==> src/pkg/pic_params.svh <==
// constants for the prioritized interrupt controller
`ifndef PIC_PARAMS_SVH
`define PIC_PARAMS_SVH
`define PIC_NUM_SRC 16
`define PIC_VEC_BASE 8'h08
`define PIC_OFF_FLAG 8'h00
`define PIC_OFF_ENABLE 8'h04
`define PIC_OFF_PRIO0 8'h08
`define PIC_OFF_PRIO1 8'h0C
`define PIC_OFF_PENDING 8'h10
`define PIC_OFF_CTRL1 8'h14
`define PIC_OFF_CTRL2 8'h18
`define PIC_OFF_CTRL3 8'h1C
`define PIC_OFF_CTRL4 8'h20
`define PIC_OFF_STATUS 8'h24
`define PIC_OFF_CORE 8'h28
`define PIC_OFF_IRQ_STAT 8'h2C
`define PIC_OFF_IRQ_MASK 8'h30
`define PIC_BIT_NEST_OFF_POS 15
`define PIC_BIT_GLOBAL_EN_POS 15
`define PIC_BIT_SOFT_TRAP_POS 0
`define PIC_BIT_DMA_TRAP_POS 5
`define PIC_BIT_LOOP_TRAP_POS 4
`define PIC_LVL_LO_POS 5
`define PIC_LVL_TOP_POS 3
`define PIC_EXT_EDGE_W 3
`define PIC_RESET_STATUS 16'h0000
`define PIC_RESET_CTRL2 16'h0000
`define PIC_RESET_PRIO 3'h4
`endif

==> src/pkg/pic_pkg.sv <==
// types for the prioritized interrupt controller
package pic_pkg;
    typedef logic [2:0] pic_prio_t;
    typedef logic [3:0] pic_level_t;
    typedef logic [7:0] pic_vec_t;
    typedef enum logic [1:0] {
        PIC_BUS_IDLE = 2'b00,
        PIC_BUS_ACK = 2'b01
    } pic_bus_state_t;
endpackage : pic_pkg

==> src/logic/pic_top.sv <==
// prioritized interrupt controller with avalon-mm register slave
`timescale 1ns/1ps
`include "pic_params.svh"
module pic_top (
    input wire logic ref_clk,
    input wire logic reset,
    input wire logic [7:0] avs_address,
    input wire logic avs_read,
    input wire logic avs_write,
    input wire logic [31:0] avs_writedata,
    input wire logic [3:0] avs_byteenable,
    output logic [31:0] avs_readdata,
    output logic avs_waitrequest,
    output logic avs_response_err,
    input wire logic [`PIC_NUM_SRC-1:0] periph_req,
    input wire logic [`PIC_EXT_EDGE_W-1:0] ext_irq_in,
    input wire logic [4:0] trap_event,
    input wire logic dma_trap_event,
    input wire logic loop_trap_event,
    input wire logic soft_hard_trap_event,
    input wire logic cpu_ack,
    output logic cpu_irq_req,
    output logic [7:0] cpu_vector,
    output logic [3:0] cpu_new_level,
    output logic nesting_disable,
    output logic irq
);
    logic [`PIC_NUM_SRC-1:0] flag_q;
    logic [`PIC_NUM_SRC-1:0] enable_q;
    logic [3*`PIC_NUM_SRC-1:0] prio_q;
    logic [7:0] pend_vec_q;
    logic [3:0] pend_lvl_q;
    logic [15:0] ctrl1_q;
    logic [15:0] ctrl2_q;
    logic [15:0] ctrl3_q;
    logic [15:0] ctrl4_q;
    logic [2:0] lvl_lo_q;
    logic lvl_top_q;
    logic [3:0] irq_stat_q;
    logic [3:0] irq_mask_q;
    logic [31:0] rdata_q;
    logic err_q;
    pic_pkg::pic_bus_state_t bus_q;
    logic [`PIC_EXT_EDGE_W-1:0] ext_pulse;
    logic [`PIC_NUM_SRC-1:0] src_set;
    logic [`PIC_NUM_SRC-1:0] eligible;
    pic_pkg::pic_level_t win_level;
    logic [3:0] win_index;
    logic win_valid;
    logic wr_hit;
    logic acc_take;
    logic [31:0] wmask;
    logic [31:0] wval;
    logic [3:0] cur_level;
    logic present;
    logic [3:0] irq_event;

    pic_edge_detect u_edge (
        .ref_clk(ref_clk),
        .reset(reset),
        .ext_in(ext_irq_in),
        .falling_sel(ctrl2_q[2:0]),
        .ext_pulse(ext_pulse)
    );

    // external inputs occupy the lowest bits, so external zero lands on bit 0
    assign src_set = periph_req | {{(`PIC_NUM_SRC-`PIC_EXT_EDGE_W){1'b0}}, ext_pulse};
    assign cur_level = {lvl_top_q, lvl_lo_q};
    assign eligible = ctrl2_q[`PIC_BIT_GLOBAL_EN_POS] ? (flag_q & enable_q) : '0;

    pic_arbiter u_arb (
        .req(eligible),
        .prio(prio_q),
        .win_level(win_level),
        .win_index(win_index),
        .win_valid(win_valid)
    );

    assign present = win_valid && (win_level > cur_level);

    // bus: one wait cycle; read data is fetched in it, a write lands on the edge after it
    assign acc_take = (avs_read || avs_write) && (bus_q == pic_pkg::PIC_BUS_IDLE);
    assign wr_hit = avs_write && (bus_q == pic_pkg::PIC_BUS_ACK);
    assign avs_waitrequest = acc_take;
    assign wmask = {{8{avs_byteenable[3]}}, {8{avs_byteenable[2]}},
                    {8{avs_byteenable[1]}}, {8{avs_byteenable[0]}}};
    assign wval = avs_writedata & wmask;

    always_ff @(posedge ref_clk) begin
        if (reset) begin
            bus_q <= pic_pkg::PIC_BUS_IDLE;
        end else begin
            case (bus_q)
                pic_pkg::PIC_BUS_IDLE: if (avs_read || avs_write) bus_q <= pic_pkg::PIC_BUS_ACK;
                pic_pkg::PIC_BUS_ACK: bus_q <= pic_pkg::PIC_BUS_IDLE;
                default: bus_q <= pic_pkg::PIC_BUS_IDLE;
            endcase
        end
    end

    // set beats clear: a new request in the clearing cycle survives
    always_ff @(posedge ref_clk) begin
        if (reset) begin
            flag_q <= '0;
        end else if (wr_hit && avs_address == `PIC_OFF_FLAG) begin
            flag_q <= (flag_q & ~wmask[`PIC_NUM_SRC-1:0]) | wval[`PIC_NUM_SRC-1:0]
                      | src_set;
        end else begin
            flag_q <= flag_q | src_set;
        end
    end

    always_ff @(posedge ref_clk) begin
        if (reset) begin
            enable_q <= '0;
        end else if (wr_hit && avs_address == `PIC_OFF_ENABLE) begin
            enable_q <= (enable_q & ~wmask[`PIC_NUM_SRC-1:0]) | wval[`PIC_NUM_SRC-1:0];
        end
    end

    // four 3-bit fields per 16-bit half, bit 3 of each nibble reserved
    genvar g;
    generate
        for (g = 0; g < `PIC_NUM_SRC; g++) begin : g_prio
            localparam logic [7:0] OFF = (g < 8) ? `PIC_OFF_PRIO0 : `PIC_OFF_PRIO1;
            localparam int POS = (g % 8) * 4;
            always_ff @(posedge ref_clk) begin
                if (reset) begin
                    prio_q[3*g +: 3] <= `PIC_RESET_PRIO;
                end else if (wr_hit && avs_address == OFF && avs_byteenable[POS/8]) begin
                    prio_q[3*g +: 3] <= avs_writedata[POS +: 3];
                end
            end
        end
    endgenerate

    // latch the winner; the core consumes it with cpu_ack
    always_ff @(posedge ref_clk) begin
        if (reset) begin
            pend_vec_q <= 8'h00;
            pend_lvl_q <= 4'h0;
        end else if (present) begin
            pend_vec_q <= `PIC_VEC_BASE + {4'h0, win_index};
            pend_lvl_q <= win_level;
        end
    end

    assign cpu_irq_req = present;
    assign cpu_vector = pend_vec_q;
    assign cpu_new_level = pend_lvl_q;

    // cpu level: acceptance raises it; software writes only the low bits
    always_ff @(posedge ref_clk) begin
        if (reset) begin
            lvl_lo_q <= 3'h0;
            lvl_top_q <= 1'b0;
        end else if (cpu_ack) begin
            lvl_lo_q <= pend_lvl_q[2:0];
            lvl_top_q <= pend_lvl_q[3];
        end else if (wr_hit && avs_address == `PIC_OFF_STATUS && avs_byteenable[0]) begin
            lvl_lo_q <= avs_writedata[`PIC_LVL_LO_POS +: 3];
        end
    end

    // trap flags: hardware sets, writing zero clears, a set in the same cycle wins
    always_ff @(posedge ref_clk) begin
        if (reset) begin
            ctrl1_q <= `PIC_RESET_STATUS;
        end else begin
            if (wr_hit && avs_address == `PIC_OFF_CTRL1) begin
                ctrl1_q <= (avs_writedata[15:0] & ctrl1_q)
                           | {avs_writedata[15], 10'h000, trap_event};
            end else begin
                ctrl1_q <= ctrl1_q | {11'h000, trap_event};
            end
        end
    end

    always_ff @(posedge ref_clk) begin
        if (reset) begin
            ctrl2_q <= `PIC_RESET_CTRL2;
        end else if (wr_hit && avs_address == `PIC_OFF_CTRL2) begin
            ctrl2_q <= {avs_writedata[15], 12'h000, avs_writedata[2:0]};
        end
    end

    always_ff @(posedge ref_clk) begin
        if (reset) begin
            ctrl3_q <= `PIC_RESET_STATUS;
        end else begin
            if (wr_hit && avs_address == `PIC_OFF_CTRL3) begin
                ctrl3_q <= avs_writedata[15:0] & ctrl3_q;
            end else begin
                ctrl3_q <= ctrl3_q;
            end
            if (dma_trap_event) ctrl3_q[`PIC_BIT_DMA_TRAP_POS] <= 1'b1;
            if (loop_trap_event) ctrl3_q[`PIC_BIT_LOOP_TRAP_POS] <= 1'b1;
        end
    end

    always_ff @(posedge ref_clk) begin
        if (reset) begin
            ctrl4_q <= `PIC_RESET_STATUS;
        end else if (soft_hard_trap_event) begin
            ctrl4_q[`PIC_BIT_SOFT_TRAP_POS] <= 1'b1;
        end else if (wr_hit && avs_address == `PIC_OFF_CTRL4) begin
            ctrl4_q[`PIC_BIT_SOFT_TRAP_POS] <= avs_writedata[`PIC_BIT_SOFT_TRAP_POS] & ctrl4_q[0];
        end
    end

    assign nesting_disable = ctrl1_q[`PIC_BIT_NEST_OFF_POS];

    // summary interrupt: any trap_event, dma or loop trap, software trap, new pending
    assign irq_event = {present, soft_hard_trap_event, dma_trap_event | loop_trap_event,
                        |trap_event};

    always_ff @(posedge ref_clk) begin
        if (reset) begin
            irq_stat_q <= 4'h0;
        end else if (wr_hit && avs_address == `PIC_OFF_IRQ_STAT && avs_byteenable[0]) begin
            irq_stat_q <= (irq_stat_q & ~avs_writedata[3:0]) | irq_event;
        end else begin
            irq_stat_q <= irq_stat_q | irq_event;
        end
    end

    always_ff @(posedge ref_clk) begin
        if (reset) begin
            irq_mask_q <= 4'h0;
        end else if (wr_hit && avs_address == `PIC_OFF_IRQ_MASK && avs_byteenable[0]) begin
            irq_mask_q <= avs_writedata[3:0];
        end
    end

    always_ff @(posedge ref_clk) begin
        if (reset) begin
            irq <= 1'b0;
        end else begin
            irq <= |((irq_stat_q | irq_event) & irq_mask_q);
        end
    end

    // read data captured in the wait cycle, shown with waitrequest low
    always_ff @(posedge ref_clk) begin
        if (reset) begin
            rdata_q <= 32'h00000000;
            err_q <= 1'b0;
        end else if (acc_take) begin
            err_q <= 1'b0;
            rdata_q <= 32'h00000000;
            case (avs_address)
                `PIC_OFF_FLAG: rdata_q <= {16'h0000, flag_q};
                `PIC_OFF_ENABLE: rdata_q <= {16'h0000, enable_q};
                `PIC_OFF_PRIO0: rdata_q <= {1'b0, prio_q[21 +: 3], 1'b0, prio_q[18 +: 3],
                    1'b0, prio_q[15 +: 3], 1'b0, prio_q[12 +: 3], 1'b0, prio_q[9 +: 3],
                    1'b0, prio_q[6 +: 3], 1'b0, prio_q[3 +: 3], 1'b0, prio_q[0 +: 3]};
                `PIC_OFF_PRIO1: rdata_q <= {1'b0, prio_q[45 +: 3], 1'b0, prio_q[42 +: 3],
                    1'b0, prio_q[39 +: 3], 1'b0, prio_q[36 +: 3], 1'b0, prio_q[33 +: 3],
                    1'b0, prio_q[30 +: 3], 1'b0, prio_q[27 +: 3], 1'b0, prio_q[24 +: 3]};
                `PIC_OFF_PENDING: rdata_q <= {20'h00000, pend_lvl_q, pend_vec_q};
                `PIC_OFF_CTRL1: rdata_q <= {16'h0000, ctrl1_q};
                `PIC_OFF_CTRL2: rdata_q <= {16'h0000, ctrl2_q};
                `PIC_OFF_CTRL3: rdata_q <= {16'h0000, ctrl3_q};
                `PIC_OFF_CTRL4: rdata_q <= {16'h0000, ctrl4_q};
                `PIC_OFF_STATUS: rdata_q <= {24'h000000, lvl_lo_q, 5'h00};
                `PIC_OFF_CORE: rdata_q <= {28'h0000000, lvl_top_q, 3'h0};
                `PIC_OFF_IRQ_STAT: rdata_q <= {28'h0000000, irq_stat_q};
                `PIC_OFF_IRQ_MASK: rdata_q <= {28'h0000000, irq_mask_q};
                default: err_q <= 1'b1;
            endcase
        end
    end

    assign avs_readdata = rdata_q;
    assign avs_response_err = err_q && (bus_q == pic_pkg::PIC_BUS_ACK);
endmodule : pic_top

==> src/logic/pic_arbiter.sv <==
// priority arbiter: highest level, lowest vector on ties
`timescale 1ns/1ps
`include "pic_params.svh"
module pic_arbiter (
    input wire logic [`PIC_NUM_SRC-1:0] req,
    input wire logic [3*`PIC_NUM_SRC-1:0] prio,
    output pic_pkg::pic_level_t win_level,
    output logic [3:0] win_index,
    output logic win_valid
);
    // scan high to low so a lower index with an equal level overwrites
    always_comb begin
        win_level = 4'h0;
        win_index = 4'h0;
        win_valid = 1'b0;
        for (int i = `PIC_NUM_SRC - 1; i >= 0; i--) begin
            if (req[i] && ({1'b0, prio[3*i +: 3]} >= win_level) && prio[3*i +: 3] != 3'h0) begin
                win_level = {1'b0, prio[3*i +: 3]};
                win_index = 4'(i);
                win_valid = 1'b1;
            end
        end
    end
endmodule : pic_arbiter

==> src/logic/pic_edge_detect.sv <==
// per-input rising or falling edge capture for external inputs
`timescale 1ns/1ps
`include "pic_params.svh"
module pic_edge_detect (
    input wire logic ref_clk,
    input wire logic reset,
    input wire logic [`PIC_EXT_EDGE_W-1:0] ext_in,
    input wire logic [`PIC_EXT_EDGE_W-1:0] falling_sel,
    output logic [`PIC_EXT_EDGE_W-1:0] ext_pulse
);
    logic [`PIC_EXT_EDGE_W-1:0] prev_q;
    always_ff @(posedge ref_clk) begin
        if (reset) begin
            // load the pin itself so a pin already high gives no false edge after reset
            prev_q <= ext_in;
        end else begin
            prev_q <= ext_in;
        end
    end
    genvar g;
    generate
        for (g = 0; g < `PIC_EXT_EDGE_W; g++) begin : g_edge
            // polarity per input selected in the second global control register
            assign ext_pulse[g] = falling_sel[g] ? (prev_q[g] & ~ext_in[g])
                                                 : (~prev_q[g] & ext_in[g]);
        end
    endgenerate
endmodule : pic_edge_detect

==> config.mk <==
export PLATFORM = sky130hd
export DESIGN_NAME = pic_top
export DESIGN_NICKNAME = d
export VERILOG_FILES = /design/src/pkg/pic_pkg.sv /design/src/logic/pic_top.sv /design/src/logic/pic_arbiter.sv /design/src/logic/pic_edge_detect.sv
export VERILOG_INCLUDE_DIRS = /design/src /design/src/pkg
export SDC_FILE = /design/constraint.sdc
export NUM_CORES = 1
export LEC_CHECK = 0
export BUFFER_PORTS_ARGS = -buffer_cell sky130_fd_sc_hd__buf_2
export CORE_MARGIN = 1.5
export CORE_UTILIZATION = 40
export DETAILED_ROUTE_END_ITERATION = 16
export GPL_TIMING_DRIVEN = 0
export PLACE_DENSITY = 0.55
export SETUP_SLACK_MARGIN = 0.4
export SYNTH_ARGS = -nofsm -noshare
export SYNTH_HDL_FRONTEND = slang
export SYNTH_HIERARCHICAL = 1
export SYNTH_SLANG_ARGS = --single-unit
==> constraint.sdc <==
create_clock -name ref_clk -period 68.2 [get_ports ref_clk]
set_input_delay 6.82 -clock ref_clk [delete_from_list [all_inputs] [get_ports ref_clk]]
set_output_delay 6.82 -clock ref_clk [all_outputs]
set_load 0.03 [all_outputs]
Word-level counts from Yosys, hierarchy flattened
Index checks and enable logic that the tools add are counted.
{ "word_totals": {"mem_bits_rw": 0, "ff_bits": 179, "memories": 0, "latch_bits": 0, "mem_bits_ro": 0} }
{ "classes": {"n_reduce_logical": 84, "muxes": 64, "addsub": 1, "shifts": 0, "mul": 0, "eq_ne": 12, "n_bitwise": 34, "n_lt_le_gt_ge": 16, "n_div": 0} }
{ "ops": {"columns": ["cell", "count"], "rows": [
  ["$pmux 31 s13", 1],
  ["$mux 4", 32],
  ["$and 16x16->16", 6],
  ["$or 16x16->16", 5],
  ["$ge 3x4->1", 15],
  ["$logic_and 1x1->1", 57],
  ["$mux 16", 3],
  ["$reduce_bool 3->1", 16],
  ["$eq 8x6->1 const B", 5],
  ["$eq 8x5->1 const B", 4],
  ["$mux 1", 24],
  ["$eq 8x4->1 const B", 2],
  ["$not 16->16", 1],
  ["$or 16x3->16", 1],
  ["$or 16x5->16", 1],
  ["$reduce_or 13->1", 1],
  ["$mux 3", 3],
  ["$and 4x4->4", 2],
  ["$eq 8x3->1 const B", 1],
  ["$logic_not 8->1", 1],
  ["$or 4x4->4", 2],
  ["$reduce_bool 2->1", 4],
  ["$and 1x1->1", 7],
  ["$not 1->1", 7],
  ["10 further kinds", 10]
]} }

Depth between registers and ports, before layout
{ "depth": {"word_depth": 69, "ltp_mapped": 119} }

By module
Netlist, hierarchy kept.
{ "by_module_without_submodules": {"columns": ["mod", "seq_area_each_um2", "instances", "cells_per_inst", "area_each_um2"], "rows": [
  ["pic_top", 3383.2, 1, 838, 7485.9],
  ["pic_arbiter", 0.0, 1, 409, 2905.3],
  ["pic_edge_detect", 60.1, 1, 12, 123.9]
]} }

Worst setup path before layout
OpenSTA, ideal clock, no wires.
{ "synth_timing": {"path_type": "register -> output", "start": "register ctrl2_q[15]", "end": "output port cpu_irq_req", "t_arrival_ns": 22.787, "slack_ns": 38.593, "t_required_ns": 61.380, "stages_incl_launch_ff": 111, "path_cell_list": "dfxtp_1 -> clkbuf_1 -> and3_1 -> nand2_1 -> ha_1 -> nand2_1 -> o21ai_1 -> o211ai_1 -> mux2i_1 -> inv_1 -> ha_1 -> nand2b_1 -> a31o_1 -> a31o_1 -> a32oi_1 -> inv_1 -> ha_1 -> nand2b_1 -> (+75 left out) -> nor2b_1 -> o31a_1 -> or3b_1 -> buf_2 -> mux2_4 -> ha_1 -> nand2b_1 -> a21o_1 -> a21oi_1 -> nor2b_1 -> o31ai_1 -> mux2_2 -> a31o_1 -> ha_1 -> nand4_1 -> nand2_1 -> a21oi_1 -> clkbuf_1"} }
{ "synth_via": {"elab_chain_len": 65} }
{ "synth_rtl": {"columns": ["item", "line", "text"], "rows": [
  ["from (decl)", "pic_top.sv:34", "logic [15:0] ctrl2_q;"],
  ["from (signal assigned)", "pic_top.sv:181", "ctrl2_q <= `PIC_RESET_CTRL2;"],
  ["from (signal assigned)", "pic_top.sv:183", "ctrl2_q <= {avs_writedata[15], 12'h000, avs_writedata[2:0]};"],
  ["$mux 16 (*)", "pic_top.sv:69", "assign eligible = ctrl2_q[`PIC_BIT_GLOBAL_EN_POS] ? (flag_q & enable_q) : '0;"],
  ["named net eligible[15]", "pic_top.sv:46", "logic [`PIC_NUM_SRC-1:0] eligible;"],
  ["$logic_and 1x1->1 (*)", "pic_arbiter.sv:17", "if (req[i] && ({1'b0, prio[3*i +: 3]} >= win_level) && prio[3*i +: 3] != 3'h0) begin"],
  ["$mux 3 (*)", "pic_arbiter.sv:17", null],
  ["$ge 3x4->1", "pic_arbiter.sv:17", null],
  ["$logic_and 1x1->1 (2 in series)", "pic_arbiter.sv:17", null],
  ["$mux 4 (*)", "pic_arbiter.sv:17", null],
  ["$ge 3x4->1", "pic_arbiter.sv:17", null],
  ["(+48 left out)", null, null],
  ["$logic_and 1x1->1 (2 in series)", "pic_arbiter.sv:17", null],
  ["$mux 4 (*)", "pic_arbiter.sv:17", null],
  ["$ge 3x4->1", "pic_arbiter.sv:17", null],
  ["$logic_and 1x1->1 (2 in series)", "pic_arbiter.sv:17", null],
  ["$mux 4 (*)", "pic_arbiter.sv:17", null],
  ["named net win_level[2]", "pic_top.sv:47", "pic_pkg::pic_level_t win_level;"],
  ["$gt 4x4->1 (*)", "pic_top.sv:79", "assign present = win_valid && (win_level > cur_level);"],
  ["$logic_and 1x1->1 (*)", "pic_top.sv:79", null],
  ["to (decl)", "pic_top.sv:22", "output logic cpu_irq_req,"]
]} }
The timed path passes the listed nets; every way through them passes the cells marked *.

Worst setup path in the final report
Same ends and word-level chain as after synthesis.

==> metrics.yaml <==
status:
  status: "finished clean"
critical_path:
  crit_slowest_cell: "dfxtp_1"
  path_delay_family: "compound AO/OA/AOI/OAI gates"
  worst_path_largest_cell_delay_ns: 0.61
  cp.required_ns: 61.38
  cp-start-kind: "register"
  end_kind: "output pin"
  critPathArrivalTime_ns: 27.74
  worst_path_most_repeated_cell: "ha_1"
  path_class: "register to output pin"
  worstPathMaxFanout: 10
  critPathBufInv: 10
route:
  routed_wl_mm: 37.40
  drt-initial-drc-count: 819
  drc: 0
  drt-pass1-iter-count: 7
  ant_nets: 0
  viasPerCell: 5.794
  wl_per_cell_um: 21.52
  vias: 10070
yosys:
  yosys-top-cells-area: "dfxtp_1 (33%), mux2i_1 (8.3%), nor2_1 (5.9%)"
  yosysTopAreaCellShare: 0.3275
  syn_area_um2: 10520
  synth_cell_types: 97
  ys_seq_elements: 172
  yosysSeqAreaShare: 0.3275
  ys.flop_type: "dfxtp_1"
  synth_cells: 1259
  synth_area_per_cell_um2: 8.352
  yosysTopAreaCell: "dfxtp_1"
  synth-edff-count: 0
  yosys_warnings: 6
  async_flop_share: 0
place:
  io_buffers: 106
  hpwl_mm: 29.00
  gp_congestion: 0.9880
clock_tree:
  htree_levels: 4
  clk_latency_ns: 0.45
  cts_tree: "built"
  cts-root-buf: "clkbuf_16"
  clkSlewWorstSetupHoldPaths_ns: 0.08
  cts_buffers: 17
  cts-resized-gates: 0
  cts.sinks: 172
  cts_buffer_depth: 2
  postCtsSetupBuffers: 0
  hold_buffers: 0
die:
  ios: 125
  initial_core_util: 0.4058
  die_h_um: 165.1
  coreArea_um2: 25910
  die_w_um: 165.1
  dieArea_um2: 27270
  fp-row-count: 59
sta:
  min_period_ns: 34.56
  worst_pin_slew_ns: 1.250
  finalSetupViolCount: 0
  timing.final.crit_share: 0.5067
  final.setup_skew_ns: 0.02164
  slew_headroom: 0.1644
  hold_viol_final: 0
  rsz0062_at_grt: "no"
  clock.fmax_mhz: 28.94
  slew_viol_final: 0
  tns_ns: 0
hold_path:
  min_path_type: "register to register"
global_routing:
  grt_start_max_net_pins: 21
  track_usage: 0.2811
  antenna_found_initial: 0
  first_global_vias: 9572
  overflow: 0
  grt_pass1_wl_mm: 57.16
cells_and_area:
  syn_to_final_growth_pct: 15.34
  utilization: 0.4681
  diodes: 0
  fin_nets: 1502
  final_cell_mix: "dfxtp_1 (172), nor2_1 (166), buf_2 (119), nand2_1 (116), mux2i_1 (87)"
  fillers: 2622
  drive_gt1_frac: 0.1654
  layout_commonest_cell: "dfxtp_1"
flow_run:
  maxCapViolCount: 0
pwr:
  p_leak_uw: 0.004929
  peakVddDrop_mv: 0.01326
  power_density_nw_per_um2: 18.49
==> where the power goes <==
| group | total, µW | internal [µW] | switching, µW | leakage (µW) |
|---|---|---|---|---|
| registers | 103 | 102 | 1.28 | 0.00140 |
| clock network | 105 | 53.7 | 51.2 | 0.000307 |
| logic | 16.2 | 4.95 | 11.3 | 0.00322 |
==> kinds of logic after synthesis <==
| group | share of synthesized area |
|---|---|
| simple gates | 0.2366 |
| buf+inv | 0.05081 |
| other cells | 0.0007142 |
| mux | 0.1060 |
| compound gates | 0.2318 |
| fa+ha+maj | 0.04664 |
| flops | 0.3275 |
==> flip-flops by register name (all words and copies together) (netlist names), 5 cells and up, named ones only <==
signal	cells
prio_q	48
avs_readdata	28
ctrl1_q	16
ctrl3_q	16
flag_q	16
cpu_vector	5
==> cell usage after synthesis (10+ instances only) <==
| library cell | number |
|---|---|
| and3_1 | 30 |
| mux2_2 | 11 |
| a211oi_1 | 10 |
| o21a_1 | 10 |
| nor2_1 | 166 |
| o21ai_0 | 58 |
| nand3_1 | 18 |
| o211ai_1 | 19 |
| dfxtp_1 | 172 |
| a22oi_1 | 31 |
| nor3b_1 | 30 |
| buf_2 | 13 |
| nor3_1 | 13 |
| nand2b_1 | 15 |
| nand2_1 | 116 |
| clkbuf_1 | 37 |
| a211o_1 | 20 |
| o22ai_1 | 12 |
| ha_1 | 36 |
| inv_1 | 64 |
| nor2b_1 | 24 |
| a31oi_1 | 28 |
| a21oi_1 | 56 |
| mux2i_1 | 87 |
==> final cells by class <==
type,instances,area (µm²),share of cell area
Inverter,64,240.2,0.01981
Clock buffer,17,425.4,0.03508
Timing Repair Buffer,106,530.5,0.04374
Clock inverter,15,215.2,0.01774
Buffer,62,294.0,0.02424
Tap cell,335,419.2,0.03456
Sequential cell,172,3443,0.2839
Multi-Input combinational cell,967,6560,0.5409
==> through the flow <==
| step | instance area, µm² | instances | setup WS [ns] | hold WS [ns] | power [µW] |
|---|---|---|---|---|---|
| final | 12130 | 1738 | 33.64 | 0.4500 | 224.3 |
| after floorplan | 10540 | 1265 | 38.59 | 0.4235 | 113.4 |
| after global placement | 11490 | 1706 | 34.52 | 0.4315 | 121.4 |
| after CTS | 12130 | 1738 | 33.79 | 0.4576 | 224.8 |
| after global routing | 12130 | 1738 | 31.80 | 0.4841 | 230.5 |
| after detailed placement | 11490 | 1706 | 34.38 | 0.4393 | 121.3 |
==> path summary, 6_finish.rpt <==
path,endpoint,slack (ns),startpoint,depth (start not counted)
worst max-delay path,cpu_irq_req,33.64,ctrl2_q[15]$_SDFFE_PP0P_,111
worst min-delay path,avs_readdata[17]$_SDFFE_PP0P_,0.45,avs_readdata[17]$_SDFFE_PP0P_,2
worst max register to register,cpu_new_level[3]$_SDFFE_PP0P_,40.79,ctrl2_q[15]$_SDFFE_PP0P_,112
worst min register to register,avs_readdata[17]$_SDFFE_PP0P_,0.45,avs_readdata[17]$_SDFFE_PP0P_,2
==> worst min-delay path: cells and delay by family, from the launching register on <==
kind / cells / cell delay [ns]
flip-flops: 1 / 0.33
AO/OA/AOI/OAI: 1 / 0.05
AND/OR/NAND/NOR: 1 / 0.04
==> layer usage <==
metal | GRT usage | wire (µm) | vias up
li1 | - | - | 4838
met1 | 0.3584 | 16290 | 4791
met2 | 0.4797 | 17800 | 372
met3 | 0.04146 | 2030 | 69
met4 | 0.1024 | 1275 | 0
met5 | 0 | 0 | -
Note: power is estimated with default switching activity, not from simulation.
